### config.mk
export PLATFORM = sky130hd
export DESIGN_NAME = pdmc_top
export DESIGN_NICKNAME = d
export VERILOG_FILES = /design/src/pkg/pdmc_pkg.sv /design/src/logic/pdmc_pin_sync.sv /design/src/logic/pdmc_settle_timer.sv /design/src/logic/pdmc_top.sv
export SDC_FILE = /design/constraint.sdc
export NUM_CORES = 1
export LEC_CHECK = 0
export ABC_AREA = 0
export ABC_CLOCK_PERIOD_IN_PS = 3800
export BUFFER_PORTS_ARGS = -buffer_cell sky130_fd_sc_hd__buf_2
export CORE_UTILIZATION = 38
export DETAILED_ROUTE_END_ITERATION = 10
export PLACE_DENSITY = 0.71
export SYNTH_ARGS = -nofsm -noshare
export SYNTH_HDL_FRONTEND = slang
export SYNTH_HIERARCHICAL = 1
export SYNTH_SLANG_ARGS = --single-unit
export TNS_END_PERCENT = 30
### constraint.sdc
create_clock -name clk_i -period 3.8 [get_ports clk_i]
set_input_delay 0.19 -clock clk_i [delete_from_list [all_inputs] [get_ports clk_i]]
set_output_delay 0.19 -clock clk_i [all_outputs]
set_load 0.02 [all_outputs]
### src/pkg/pdmc_pkg.sv
// Package with register map, field positions, reset values and modes of the power-down mode controller.
package pdmc_pkg;

  // Register indices; the byte address on the bus is four times the index.
  localparam logic [15:0] REG1_IDX   = 16'hFFF0;
  localparam logic [15:0] REG2_IDX   = 16'hFFF1;
  localparam int          ADR_W      = 18;
  localparam logic [17:0] REG1_ADR   = {REG1_IDX, 2'h0};
  localparam logic [17:0] REG2_ADR   = {REG2_IDX, 2'h0};

  // Reset values of the two control registers.
  localparam logic [7:0]  REG1_RESET = 8'h07;
  localparam logic [7:0]  REG2_RESET = 8'hE0;

  // Field positions in the first register.
  localparam int          STBY_POS   = 7;
  localparam int          WAIT_HI    = 6;
  localparam int          WAIT_LO    = 4;
  localparam int          LSPD_POS   = 3;
  localparam logic [2:0]  REG1_RSVD  = 3'h7;

  // Field positions in the second register.
  localparam int          NSEL_POS   = 4;
  localparam int          DTR_POS    = 3;
  localparam int          MSPD_POS   = 2;
  localparam int          SDIV_HI    = 1;
  localparam int          SDIV_LO    = 0;
  localparam logic [2:0]  REG2_RSVD  = 3'h7;

  // Clock-settling wait, in states of the system clock, for wait code zero.
  localparam int          SETTLE_BASE_STATES = 8192;
  localparam int          SETTLE_W           = 18;

  // Divide ratios of the subactive CPU clock and of the watch clock sampling.
  localparam logic [3:0]  SUB_DIV_8  = 4'h8;
  localparam logic [3:0]  SUB_DIV_4  = 4'h4;
  localparam logic [3:0]  SUB_DIV_2  = 4'h2;
  localparam logic [4:0]  NOISE_16   = 5'h10;
  localparam logic [4:0]  NOISE_4    = 5'h04;

  // Operating modes, Gray coded along the usual path.
  typedef enum logic [2:0] {
    M_ACT_HI   = 3'h0,
    M_SLEEP    = 3'h1,
    M_STANDBY  = 3'h3,
    M_SETTLE   = 3'h2,
    M_WATCH    = 3'h6,
    M_SUBACT   = 3'h7,
    M_SUBSLEEP = 3'h5,
    M_ACT_MED  = 3'h4
  } pdmc_mode_t;

endpackage : pdmc_pkg

### src/logic/pdmc_pin_sync.sv
// Three-stage synchroniser for a pin, with a level that changes once the last two stages agree.
`timescale 1ns/1ps
module pdmc_pin_sync #(
  parameter logic IDLE = 1'b1
) (
  // Clock and reset.
  input  wire logic clk_i,
  input  wire logic rst_i,
  // Pin and filtered level.
  input  wire logic pin_i,
  output logic      level_o
);

  logic s1;
  logic s2;
  logic s3;

  // Stage s1 feeds only s2, so a metastable value never reaches logic.
  always_ff @(posedge clk_i) begin
    if (rst_i) begin
      s1      <= IDLE;
      s2      <= IDLE;
      s3      <= IDLE;
      level_o <= IDLE;
    end else begin
      s1 <= pin_i;
      s2 <= s1;
      s3 <= s2;
      if (s2 == s3) begin
        level_o <= s3;
      end
    end
  end

endmodule : pdmc_pin_sync

### src/logic/pdmc_settle_timer.sv
// Down-counter that times the oscillator settling wait in system clock cycles.
`timescale 1ns/1ps
module pdmc_settle_timer #(
  parameter int W = 18
) (
  // Clock and reset.
  input  wire logic         clk_i,
  input  wire logic         rst_i,
  // Load and completion.
  input  wire logic         load_i,
  input  wire logic [W-1:0] cycles_i,
  output logic              busy_o,
  output logic              done_o
);

  logic [W-1:0] count;

  initial begin
    if (W < 2) begin
      $error("Settle timer width too small");
    end
  end

  always_ff @(posedge clk_i) begin
    if (rst_i) begin
      count  <= '0;
      done_o <= 1'b0;
    end else begin
      done_o <= busy_o && (count == W'(1)) && !load_i;
      if (load_i) begin
        count <= cycles_i;
      end else if (busy_o) begin
        count <= count - W'(1);
      end
    end
  end

  assign busy_o = (count != '0);

endmodule : pdmc_settle_timer

### src/logic/pdmc_top.sv
// Power-down mode controller: control registers, SLEEP mode decision, wakeup and clock gating.
//
// The implementer's own choice: register access over Wishbone.
`timescale 1ns/1ps
module pdmc_top #(
  parameter int          IRQ_N        = 8,
  parameter logic [7:0]  DEEP_WAKE    = 8'h0F,
  parameter int          SETTLE_BASE  = pdmc_pkg::SETTLE_BASE_STATES
) (
  // Clock and reset.
  input  wire logic               clk_i,
  input  wire logic               rst_i,
  // Wishbone slave.
  input  wire logic               wb_cyc_i,
  input  wire logic               wb_stb_i,
  input  wire logic               wb_we_i,
  input  wire logic [17:0]        wb_adr_i,
  input  wire logic [3:0]         wb_sel_i,
  input  wire logic [31:0]        wb_dat_i,
  output logic      [31:0]        wb_dat_o,
  output logic                    wb_ack_o,
  // CPU core and interrupt controller.
  input  wire logic               sleep_exec_i,
  input  wire logic               timer_watch_select_i,
  input  wire logic [IRQ_N-1:0]   irq_req_i,
  input  wire logic [IRQ_N-1:0]   irq_en_i,
  input  wire logic               ccr_imask_i,
  output logic                    irq_start_o,
  output logic                    cpu_reset_o,
  // Reset pin.
  input  wire logic               reset_pin_n_i,
  // Mode and clock control.
  output logic      [2:0]         mode_o,
  output logic                    osc_enable_o,
  output logic                    cpu_clk_en_o,
  output logic                    periph_clk_en_o,
  output logic                    pwm_halt_o,
  output logic                    cpu_clk_sub_o,
  output logic      [3:0]         sub_clk_div_o,
  output logic      [4:0]         noise_div_o
);

  initial begin
    if (IRQ_N < 1 || IRQ_N > 8 || SETTLE_BASE < 2 || SETTLE_BASE > 8192) begin
      $error("Unsupported parameter value");
    end
  end

  // Register fields.
  logic                  standby_select_bit;
  logic [2:0]            settle_wait_sel;
  logic                  low_speed_select_bit;
  logic                  noise_sample_rate_select;
  logic                  direct_transfer_bit;
  logic                  medium_speed_select_bit;
  logic                  sub_clock_div_hi;
  logic                  sub_clock_div_lo;

  pdmc_pkg::pdmc_mode_t  state;
  pdmc_pkg::pdmc_mode_t  next_state;
  pdmc_pkg::pdmc_mode_t  sleep_target;
  logic                  next_irq_start;
  logic                  pin_level;

  // Bus decode.
  wire        bus_req   = wb_cyc_i && wb_stb_i;
  wire        hit_reg1  = (wb_adr_i == pdmc_pkg::REG1_ADR);
  wire        hit_reg2  = (wb_adr_i == pdmc_pkg::REG2_ADR);
  wire        bus_write = bus_req && wb_we_i && wb_ack_o && wb_sel_i[0];
  wire        wr_reg1   = bus_write && hit_reg1;
  wire        wr_reg2   = bus_write && hit_reg2;
  wire [7:0]  reg1_view = {standby_select_bit, settle_wait_sel, low_speed_select_bit,
                           pdmc_pkg::REG1_RSVD};
  wire [7:0]  reg2_view = {pdmc_pkg::REG2_RSVD, noise_sample_rate_select, direct_transfer_bit,
                           medium_speed_select_bit, sub_clock_div_hi, sub_clock_div_lo};
  wire [7:0]  read_byte = hit_reg1 ? reg1_view : (hit_reg2 ? reg2_view : 8'h00);

  // Interrupt qualification.
  wire [IRQ_N-1:0] irq_live  = irq_req_i & irq_en_i;
  wire             wake_any  = (|irq_live) && !ccr_imask_i;
  wire             wake_deep = (|(irq_live & DEEP_WAKE[IRQ_N-1:0])) && !ccr_imask_i;
  wire             pin_reset = !pin_level;
  wire             in_active = (state == pdmc_pkg::M_ACT_HI) || (state == pdmc_pkg::M_ACT_MED);
  wire             in_sub    = (state == pdmc_pkg::M_SUBACT);

  // Settling wait length; any code with the top bit set gives the longest wait.
  wire [1:0]                       wait_shift  = settle_wait_sel[2] ? 2'h3 : settle_wait_sel[1:0];
  wire [pdmc_pkg::SETTLE_W-1:0]    base_cycles = pdmc_pkg::SETTLE_W'(SETTLE_BASE);
  wire [pdmc_pkg::SETTLE_W-1:0]    wait_cycles = settle_wait_sel[2] ? (base_cycles << 4)
                                                                     : (base_cycles << wait_shift);
  wire                             settle_load;
  wire                             settle_busy;
  wire                             settle_done;

  assign settle_load = (state != pdmc_pkg::M_SETTLE) && (next_state == pdmc_pkg::M_SETTLE);

  pdmc_pin_sync #(
    .IDLE (1'b1)
  ) u_pin_sync (
    .clk_i   (clk_i),
    .rst_i   (rst_i),
    .pin_i   (reset_pin_n_i),
    .level_o (pin_level)
  );

  pdmc_settle_timer #(
    .W (pdmc_pkg::SETTLE_W)
  ) u_settle (
    .clk_i    (clk_i),
    .rst_i    (rst_i),
    .load_i   (settle_load),
    .cycles_i (wait_cycles),
    .busy_o   (settle_busy),
    .done_o   (settle_done)
  );

  // Register file.
  always_ff @(posedge clk_i) begin
    if (rst_i || pin_reset) begin
      {standby_select_bit, settle_wait_sel, low_speed_select_bit} <= pdmc_pkg::REG1_RESET[7:3];
      {noise_sample_rate_select, direct_transfer_bit, medium_speed_select_bit}
        <= pdmc_pkg::REG2_RESET[4:2];
      {sub_clock_div_hi, sub_clock_div_lo} <= pdmc_pkg::REG2_RESET[1:0];
    end else begin
      if (wr_reg1) begin
        standby_select_bit   <= wb_dat_i[pdmc_pkg::STBY_POS];
        settle_wait_sel      <= wb_dat_i[pdmc_pkg::WAIT_HI:pdmc_pkg::WAIT_LO];
        low_speed_select_bit <= wb_dat_i[pdmc_pkg::LSPD_POS];
      end
      if (wr_reg2) begin
        noise_sample_rate_select <= wb_dat_i[pdmc_pkg::NSEL_POS];
        direct_transfer_bit      <= wb_dat_i[pdmc_pkg::DTR_POS];
        medium_speed_select_bit  <= wb_dat_i[pdmc_pkg::MSPD_POS];
      end
      if (wr_reg2 && !in_sub) begin
        sub_clock_div_hi <= wb_dat_i[pdmc_pkg::SDIV_HI];
        sub_clock_div_lo <= wb_dat_i[pdmc_pkg::SDIV_LO];
      end
    end
  end

  // Bus answer one cycle after the request; unmapped addresses read zero.
  always_ff @(posedge clk_i) begin
    if (rst_i) begin
      wb_ack_o <= 1'b0;
      wb_dat_o <= 32'h00000000;
    end else begin
      wb_ack_o <= bus_req && !wb_ack_o;
      wb_dat_o <= {24'h000000, read_byte};
    end
  end

  wire pdmc_pkg::pdmc_mode_t wake_speed = medium_speed_select_bit ? pdmc_pkg::M_ACT_MED
                                                                  : pdmc_pkg::M_ACT_HI;

  // Mode chosen by SLEEP, from the register values and timer bit of this very cycle.
  always_comb begin
    sleep_target = state;
    if (in_active) begin
      if (direct_transfer_bit && standby_select_bit && timer_watch_select_i && low_speed_select_bit) begin
        sleep_target = pdmc_pkg::M_SUBACT;
      end else if (direct_transfer_bit && !standby_select_bit && !low_speed_select_bit &&
                   (state == pdmc_pkg::M_ACT_HI) && medium_speed_select_bit) begin
        sleep_target = pdmc_pkg::M_ACT_MED;
      end else if (direct_transfer_bit && !standby_select_bit && !low_speed_select_bit &&
                   (state == pdmc_pkg::M_ACT_MED) && !medium_speed_select_bit) begin
        sleep_target = pdmc_pkg::M_ACT_HI;
      end else if (!standby_select_bit && !low_speed_select_bit) begin
        sleep_target = pdmc_pkg::M_SLEEP;
      end else if (standby_select_bit && timer_watch_select_i) begin
        sleep_target = pdmc_pkg::M_WATCH;
      end else if (standby_select_bit && !low_speed_select_bit) begin
        sleep_target = pdmc_pkg::M_STANDBY;
      end
    end else if (in_sub) begin
      if (direct_transfer_bit && standby_select_bit && timer_watch_select_i && !low_speed_select_bit) begin
        sleep_target = wake_speed;
      end else if (!standby_select_bit) begin
        sleep_target = pdmc_pkg::M_SUBSLEEP;
      end else begin
        sleep_target = pdmc_pkg::M_WATCH;
      end
    end
  end

  // Mode sequencing.
  always_comb begin
    next_state     = state;
    next_irq_start = 1'b0;
    case (state)
      pdmc_pkg::M_ACT_HI, pdmc_pkg::M_ACT_MED, pdmc_pkg::M_SUBACT: begin
        if (sleep_exec_i) begin
          next_state = sleep_target;
        end
      end
      pdmc_pkg::M_SLEEP: begin
        if (wake_any) begin
          next_state     = wake_speed;
          next_irq_start = 1'b1;
        end
      end
      pdmc_pkg::M_STANDBY: begin
        if (wake_deep) begin
          next_state = pdmc_pkg::M_SETTLE;
        end
      end
      pdmc_pkg::M_WATCH: begin
        if (wake_deep && low_speed_select_bit) begin
          next_state     = pdmc_pkg::M_SUBACT;
          next_irq_start = 1'b1;
        end else if (wake_deep) begin
          next_state = pdmc_pkg::M_SETTLE;
        end
      end
      pdmc_pkg::M_SETTLE: begin
        if (settle_done) begin
          next_state     = wake_speed;
          next_irq_start = 1'b1;
        end
      end
      pdmc_pkg::M_SUBSLEEP: begin
        if (wake_deep) begin
          next_state     = pdmc_pkg::M_SUBACT;
          next_irq_start = 1'b1;
        end
      end
      default: begin
        next_state = pdmc_pkg::M_ACT_HI;
      end
    endcase
  end

  always_ff @(posedge clk_i) begin
    if (rst_i || pin_reset) begin
      state       <= pdmc_pkg::M_ACT_HI;
      irq_start_o <= 1'b0;
      cpu_reset_o <= !rst_i;
    end else begin
      state       <= next_state;
      irq_start_o <= next_irq_start;
      cpu_reset_o <= 1'b0;
    end
  end

  // Clock gating and clock selection.
  assign mode_o          = state;
  assign cpu_clk_en_o    = in_active || in_sub;
  assign periph_clk_en_o = in_active || in_sub || (state == pdmc_pkg::M_SLEEP) ||
                           (state == pdmc_pkg::M_SUBSLEEP);
  assign pwm_halt_o      = !in_active;
  assign osc_enable_o    = in_active || (state == pdmc_pkg::M_SLEEP) || (state == pdmc_pkg::M_SETTLE);
  assign cpu_clk_sub_o   = in_sub || (state == pdmc_pkg::M_SUBSLEEP) ||
                           ((state == pdmc_pkg::M_WATCH) && low_speed_select_bit);
  assign sub_clk_div_o   = sub_clock_div_hi ? pdmc_pkg::SUB_DIV_2
                         : (sub_clock_div_lo ? pdmc_pkg::SUB_DIV_4 : pdmc_pkg::SUB_DIV_8);
  assign noise_div_o     = noise_sample_rate_select ? pdmc_pkg::NOISE_4 : pdmc_pkg::NOISE_16;

  // Checks on the behaviour above.
  property p_sleep_entry;
    @(posedge clk_i) disable iff (rst_i || pin_reset)
      (in_active && sleep_exec_i && !direct_transfer_bit && !standby_select_bit && !low_speed_select_bit)
        |=> (state == pdmc_pkg::M_SLEEP);
  endproperty
  a_sleep_entry: assert property (p_sleep_entry) else $error("Sleep not entered");

  property p_subsleep_entry;
    @(posedge clk_i) disable iff (rst_i || pin_reset)
      (in_sub && sleep_exec_i && !standby_select_bit) |=> (state == pdmc_pkg::M_SUBSLEEP);
  endproperty
  a_subsleep_entry: assert property (p_subsleep_entry) else $error("Subsleep not entered");

  property p_standby_entry;
    @(posedge clk_i) disable iff (rst_i || pin_reset)
      (in_active && sleep_exec_i && !direct_transfer_bit && standby_select_bit && !low_speed_select_bit &&
       !timer_watch_select_i) |=> (state == pdmc_pkg::M_STANDBY) && !osc_enable_o;
  endproperty
  a_standby_entry: assert property (p_standby_entry) else $error("Standby not entered");

  property p_settle_hold;
    @(posedge clk_i) disable iff (rst_i || pin_reset)
      (state == pdmc_pkg::M_SETTLE) |-> !cpu_clk_en_o && osc_enable_o && (settle_busy || settle_done);
  endproperty
  a_settle_hold: assert property (p_settle_hold) else $error("Clock released during settle");

  property p_wait_len;
    @(posedge clk_i) disable iff (rst_i)
      int'(wait_cycles) == (settle_wait_sel[2] ? SETTLE_BASE * 16 : SETTLE_BASE << settle_wait_sel[1:0]);
  endproperty
  a_wait_len: assert property (p_wait_len) else $error("Wrong long settle wait");

  property p_reserved;
    @(posedge clk_i) disable iff (rst_i)
      wb_ack_o |-> (!hit_reg1 || (wb_dat_o[2:0] == 3'h7)) && (!hit_reg2 || (wb_dat_o[7:5] == 3'h7));
  endproperty
  a_reserved: assert property (p_reserved) else $error("Reserved bits not one");

  property p_div_frozen;
    @(posedge clk_i) disable iff (rst_i || pin_reset)
      (in_sub && wr_reg2) |=> $stable(sub_clk_div_o);
  endproperty
  a_div_frozen: assert property (p_div_frozen) else $error("Divider changed in subactive");

  property p_sleep_wake;
    @(posedge clk_i) disable iff (rst_i || pin_reset)
      ((state == pdmc_pkg::M_SLEEP) && wake_any) |=> irq_start_o && in_active &&
        ((state == pdmc_pkg::M_ACT_MED) == $past(medium_speed_select_bit));
  endproperty
  a_sleep_wake: assert property (p_sleep_wake) else $error("Sleep wake wrong");

  property p_masked;
    @(posedge clk_i) disable iff (rst_i || pin_reset)
      ((state == pdmc_pkg::M_SLEEP) && ccr_imask_i) |=> (state == pdmc_pkg::M_SLEEP);
  endproperty
  a_masked: assert property (p_masked) else $error("Masked interrupt ended sleep");

  property p_pin_reset;
    @(posedge clk_i) disable iff (rst_i)
      $fell(pin_level) |=> cpu_reset_o && (state == pdmc_pkg::M_ACT_HI);
  endproperty
  a_pin_reset: assert property (p_pin_reset) else $error("Pin reset not taken");

  c_sleep_cycle: cover property (@(posedge clk_i) disable iff (rst_i)
    (state == pdmc_pkg::M_SLEEP) ##1 irq_start_o);
  c_settle_done: cover property (@(posedge clk_i) disable iff (rst_i) settle_done);
  c_direct_sub:  cover property (@(posedge clk_i) disable iff (rst_i)
    in_active ##1 (state == pdmc_pkg::M_SUBACT));

endmodule : pdmc_top

==> results of run 1 <==
==> worst max-delay path, cell delays in order, from the launching register on <==
cell	delay, ns
dfxtp_1	0.49
inv_1	0.13
ha_1	0.31
and4bb_1	0.25
a222oi_1	0.28
a41o_1	0.14
nand3_1	0.08
a32o_1	0.25
and4b_1	0.24
buf_4	0.18
nor3_1	0.24
nor2_1	0.17
o211a_1	0.20
==> how the worst min path moves through the flow <==
stage	endpoint	slack, ns	cells past startpoint
floorplan	u_pin_sync/s1$_SDFF_PP1_	0.29	1
global placement	u_pin_sync/s1$_SDFF_PP1_	0.37	2
detailed placement	u_pin_sync/s1$_SDFF_PP1_	0.39	2
CTS	u_pin_sync/s1$_SDFF_PP1_	0.06	2
global route	u_pin_sync/s1$_SDFF_PP1_	0.06	2
finish	u_pin_sync/s1$_SDFF_PP1_	0.07	2
==> synthesized netlist by cell type, drive strengths merged, types with 5 or more instances <==
cell type,n
nand4,6
a21oi,18
a22oi,10
mux2i,6
o21ai,11
clkbuf,8
o211a,5
xor2,6
inv,13
xnor2,8
or2,5
a211oi,5
dfxtp,47
buf,39
nor2,48
nand2,25
nor3,12
ha,6
nand2b,6
nand3,11
==> per-layer routing <==
metal	global-route usage, %	part of all wire (%)
met4	4.329	0.92
met1	20.89	46
met5	0	0
met2	28.88	48
met3	4.247	4.4
==> power by group <==
part | switching, mW | internal (mW) | total (mW)
Sequential | 0.0661 | 0.565 | 0.631
Clock | 0.165 | 0.129 | 0.294
Combinational | 0.417 | 0.325 | 0.743
Total | 0.649 | 1.02 | 1.67
==> cell families (layout without fill, tap and decap cells) <==
| logic type | after synthesis | after routing | synth area share [%] |
|---|---|---|---|
| xor gates and xnor gates | 14 | 14 | 4.263 |
| adders and majority gates | 6 | 6 | 2.610 |
| DFF | 47 | 47 | 32.71 |
| muxes | 6 | 6 | 2.088 |
| and+or+nand+nor | 142 | 142 | 26.10 |
| other | 1 | 41 | 0.1304 |
| AOI/OAI and AO/OA | 76 | 76 | 18.44 |
| buffers and inverters | 60 | 100 | 13.66 |
==> through the flow <==
step                area [um^2]  power, mW  hold slack (ns)
global placement           3212      1.361           0.3748
floorplan                  3027      1.269           0.2871
detailed placement         3212      1.383           0.3855
finish                     3297      1.667          0.07219
CTS                        3297      1.684          0.05823
global route               3297      1.825          0.06242
==> registers in the layout (all words and copies together), names as in the netlist, 3 cells and up <==
signal           flops
u_settle/count      18
wb_dat_o             8
mode_o               3
settle_wait_sel      3
==> final cells by class <==
type	instances	area, um^2	area share [%]
Timing Repair Buffer	79	405.4	12.30
Clock inverter	2	12.51	0.3795
Sequential cell	47	940.9	28.54
Inverter	13	48.80	1.480
Clock buffer	6	72.57	2.201
Multi-Input combinational cell	285	1693	51.35
Tap cell	99	123.9	3.757
==> qor.txt, run 1 <==
status -> finished, final reports clean
Ports -> 131
fin crit period -> 3.068 ns
synth warn -> 6
R2R setup slack -> 0.73 ns
GR Overflow Total -> 0
synth top area cells -> dfxtp_1 (33%), buf_4 (8.1%), nor2_1 (6.3%)
CTS tree -> built
n_diodes -> 0
most common cell after layout, fill and taps aside -> buf_2
area share of the largest cell type after synthesis -> 32.71%
final WL -> 6.210 mm
CTS Root Cell -> clkbuf_8
Port Buffer Count -> 75
GRT Util Overall -> 16.74%
crit path from -> mode_o[1]$_SDFF_PP0_
Crit Path Max Fanout -> 9
via count -> 2607
VDD IR max -> 0.0001579 V
Post-CTS Hold Fix Bufs -> 0
Reg-to-Reg Start -> mode_o[1]$_SDFF_PP0_
H-Tree Depth -> 2
FMAX -> 326.0 MHz
fin crit share -> 80.73%
Power Density -> 505.7 nW/um^2
First DRT Iteration DRCs -> 112
Max Cap Viol -> 0
final clock skew -> 0.01094 ns
Sink Count -> 47
fill count -> 754
largest net degree at the start of global routing -> 33
worst slew pin tran -> 0.7436 ns
Pre-antenna DRT Iters -> 4
Synth async-reset ratio -> 0%
post-route ant nets -> 0
critical path endpoint category -> flop
Post-Syn Area -> 2877 um^2
nature of the critical path startpoint -> flop
routability cong. -> 0.9117
first-pass GRT wire length -> 10.42 mm
worst-case reg-to-reg path depth -> 12
WP data required -> 4.00 ns
Post-synth EDFFs -> 0
number of global-route vias before repair -> 2297
row count -> 31
initial antenna violation count -> 0
hpwl dp -> 4.748 mm
Hold Path Class -> input port to flop
P&R area growth vs syn -> 14.61%
nets -> 516
post-cts sizing count -> 0
Synth area leader -> dfxtp_1
Final Hold Fails -> 0
vias per inst -> 4.910
most frequent cells in the layout -> buf_2 (75), nor2_1 (48), dfxtp_1 (47)
critical path endpoint -> u_settle/count[7]$_SDFFE_PP0P_
dpl cells -> 523
Seq/Total Area, Yosys -> 32.71%
# DRC -> 0
crit path DAT -> 3.26 ns
fin worst setup slack -> 0.7324 ns
fraction of layout cells with a size suffix above 1 -> 22.45%
initial core utilization -> 39.45%
cts bufs inserted -> 5
final std cells w/o fill -> 531
CTS max path bufs -> 2
Post-CTS Setup Inserts -> 0
Setup violations, final -> 0
setup TNS -> 0 ns
post-layout util -> 45.21%
synth unique cells -> 63
max-slew violations -> 0
register bit total from synthesis -> 47
ys flop type -> dfxtp_1
static leakage -> 1.486 nW
critical path class -> flop to flop
Worst-Skew Late Latency -> 0.30 ns
clock slew at reported path FFs -> 0.08 ns
Die X -> 89.01 um
Mapped Cells -> 352
Core Area -> 7292 um^2
RSZ-0062 raised after global routing -> false
dpl ws -> 0.7567 ns
hold wc startpoint -> reset_pin_n_i
worst rel slew slack -> 50.24%
worst reg2reg path endpoint -> u_settle/count[7]$_SDFFE_PP0P_
DIE HEIGHT -> 89.01 um
drt wl/cell -> 11.69 um
Syn Area/Cell -> 8.172 um^2
die area -> 7922 um^2
(Power assumes the default switching activity.)
==> run 2, diff against run 1 <==
ABC_CLOCK_PERIOD_IN_PS = 2500   (was 3800)
PLACE_DENSITY = 0.74   (was 0.71)
clock period = 2.5 ns   (was 3.8 ns; I/O delays follow)
==> qor.txt, run 2 (same netlist as run 1, synthesis figures left out) <==
Core Area -> 7292 um^2 (unchanged)
fin crit share -> 102.0% (+21 points)
dpl ws -> -0.1015 ns (-0.8582 ns)
# DRC -> 0 (unchanged)
post-layout util -> 50.15% (+4.9 points)
nets -> 547 (+6.0%)
post-route ant nets -> 0 (unchanged)
critical path endpoint category -> flop
critical path class -> flop to flop
initial core utilization -> 39.45% (unchanged)
cts bufs inserted -> 5 (unchanged)
initial antenna violation count -> 0 (unchanged)
CTS max path bufs -> 2 (unchanged)
Biggest register -> u_settle/count
FMAX -> 392.0 MHz (+20%)
RSZ-0062 raised after global routing -> true
fraction of layout cells with a size suffix above 1 -> 32.61% (+10 points)
hpwl dp -> 4.986 mm (+5.0%)
final WL -> 6.612 mm (+6.5%)
Max Cap Viol -> 0 (unchanged)
Port Buffer Count -> 75 (unchanged)
WP data required -> 2.73 ns (-1.27 ns)
via count -> 2743 (+5.2%)
static leakage -> 1.682 nW (+13%)
number of global-route vias before repair -> 2311 (+0.61%)
VDD IR max -> 0.0003891 V (+150%)
Setup violations, final -> 4 (+4)
Die X -> 89.01 um (unchanged)
setup TNS -> -0.09030 ns (-0.09030 ns)
die area -> 7922 um^2 (unchanged)
worst slew pin tran -> 0.6031 ns (-0.1405 ns)
Final Hold Fails -> 0 (unchanged)
First DRT Iteration DRCs -> 100 (-11%)
nature of the critical path startpoint -> flop
Gate power share -> 46.4% (+1.9 points)
Switch Pwr -> 1.100 mW (+69%)
vias per inst -> 4.881 (-0.59%)
routability cong. -> 0.8733 (-4.2%)
P_int -> 1.780 mW (+75%)
worst rel slew slack -> 59.79% (+9.5 points)
clock slew at reported path FFs -> 0.09 ns (about the same)
first-pass GRT wire length -> 10.14 mm (-2.7%)
Worst-Skew Late Latency -> 0.30 ns (about the same)
max-slew violations -> 0 (unchanged)
row count -> 31 (unchanged)
fin crit period -> 2.551 ns (-0.5168 ns)
n_diodes -> 0 (unchanged)
Sink Count -> 47 (unchanged)
status -> complete, but fails checks
Hold Path Class -> input port to flop
Power Total -> 2.880 mW (+73%)
failing checks -> setup timing
Seq pwr share -> 33.9% (-3.9 points)
Power Density -> 787.4 nW/um^2 (+56%)
largest net degree at the start of global routing -> 33 (unchanged)
CTS Root Cell -> clkbuf_8
fin worst setup slack -> -0.05080 ns (-0.7832 ns)
most frequent cells in the layout -> buf_2 (75), nor2_1 (45), dfxtp_1 (45)
Crit Path Max Fanout -> 7 (-2)
Sw Ratio -> 38.19% (-0.73 points)
Regs by FF count -> u_settle/count x18, wb_dat_o x8
GR Overflow Total -> 0 (unchanged)
DIE HEIGHT -> 89.01 um (unchanged)
CTS tree -> built
GRT Util Overall -> 16.09% (-0.66 points)
most common cell after layout, fill and taps aside -> buf_2
max FFs per register -> 18 (unchanged)
crit path DAT -> 2.78 ns (-0.48 ns)
Pre-antenna DRT Iters -> 4 (unchanged)
drt wl/cell -> 11.77 um (+0.60%)
P&R area growth vs syn -> 27.14%
clock network power share -> 19.7% (+2.1 points)
Ports -> 131 (unchanged)
H-Tree Depth -> 2 (unchanged)
final clock skew -> 0.008789 ns (-0.002149 ns)
## run 2: routing by layer
layer	vias to the layer above	share of wire (%)	global-route usage, %
met5	-	0	0
met4	0	0.70	2.597
met3	6	4.1	2.955
met2	65	50	29.37
met1	1268	45	20.06
li1	1404	-	-
## run 2: final cells by class
type,instances,area (um^2)
fillers,706,3635
multi-input cells,285,1773
flip-flops and latches,47,948.4
repair buffers,110,644.4
well taps,99,123.9
clock buffers,5,68.82
inverters,13,53.80
clock inverters,3,45.04
## run 2: final timing paths
path | startpoint | to | slack (ns) | depth (start not counted)
hold / removal | wb_dat_i[5] | settle_wait_sel[1]$_SDFFE_PP0P_ | 0.07 | 3
setup / recovery | mode_o[0]$_SDFF_PP0_ | u_settle/count[0]$_SDFFE_PP0P_ | -0.05 | 11
hold reg to reg | u_pin_sync/s1$_SDFF_PP1_ | u_pin_sync/s2$_SDFF_PP1_ | 0.42 | 1
setup reg to reg | mode_o[0]$_SDFF_PP0_ | u_settle/count[0]$_SDFFE_PP0P_ | -0.05 | 11
## run 2: critical path: stages (launching register included)
cell	delay (ns)
dfxtp_4	0.39
inv_4	0.05
ha_1	0.24
nor2_2	0.16
a21oi_1	0.12
a221o_1	0.27
a21oi_1	0.18
o32ai_2	0.12
and4b_2	0.31
buf_6	0.15
or3_4	0.36
o221ai_2	0.12
## run 2: power groups by stage
stage | registers, mW | logic, mW | clock network (mW)
after floorplan | 0.971 | 0.973 | 0
after global placement | 0.983 | 1.20 | 0
after detailed placement | 0.988 | 1.23 | 0
after CTS | 0.973 | 1.25 | 0.581
after global routing | 0.993 | 1.47 | 0.621
final | 0.977 | 1.34 | 0.568
## run 2: stage by stage
step	instances	instance area, um^2	hold WS (ns)
after global routing	562	3657	0.07005
after CTS	559	3578	0.0006034
after floorplan	392	3072	0.2221
final	562	3657	0.06762
after global placement	549	3433	0.3063
after detailed placement	549	3433	0.3083
## run 2: timing repair
item / CTS / global route
hold buffers: 0 / 1
buffers inserted: 2 / 2
endpoints found under the hold margin: 0 / 1
resized for setup: 5 / 16
pin swaps: 1 / 5
endpoints found under the setup margin: 9 / 19
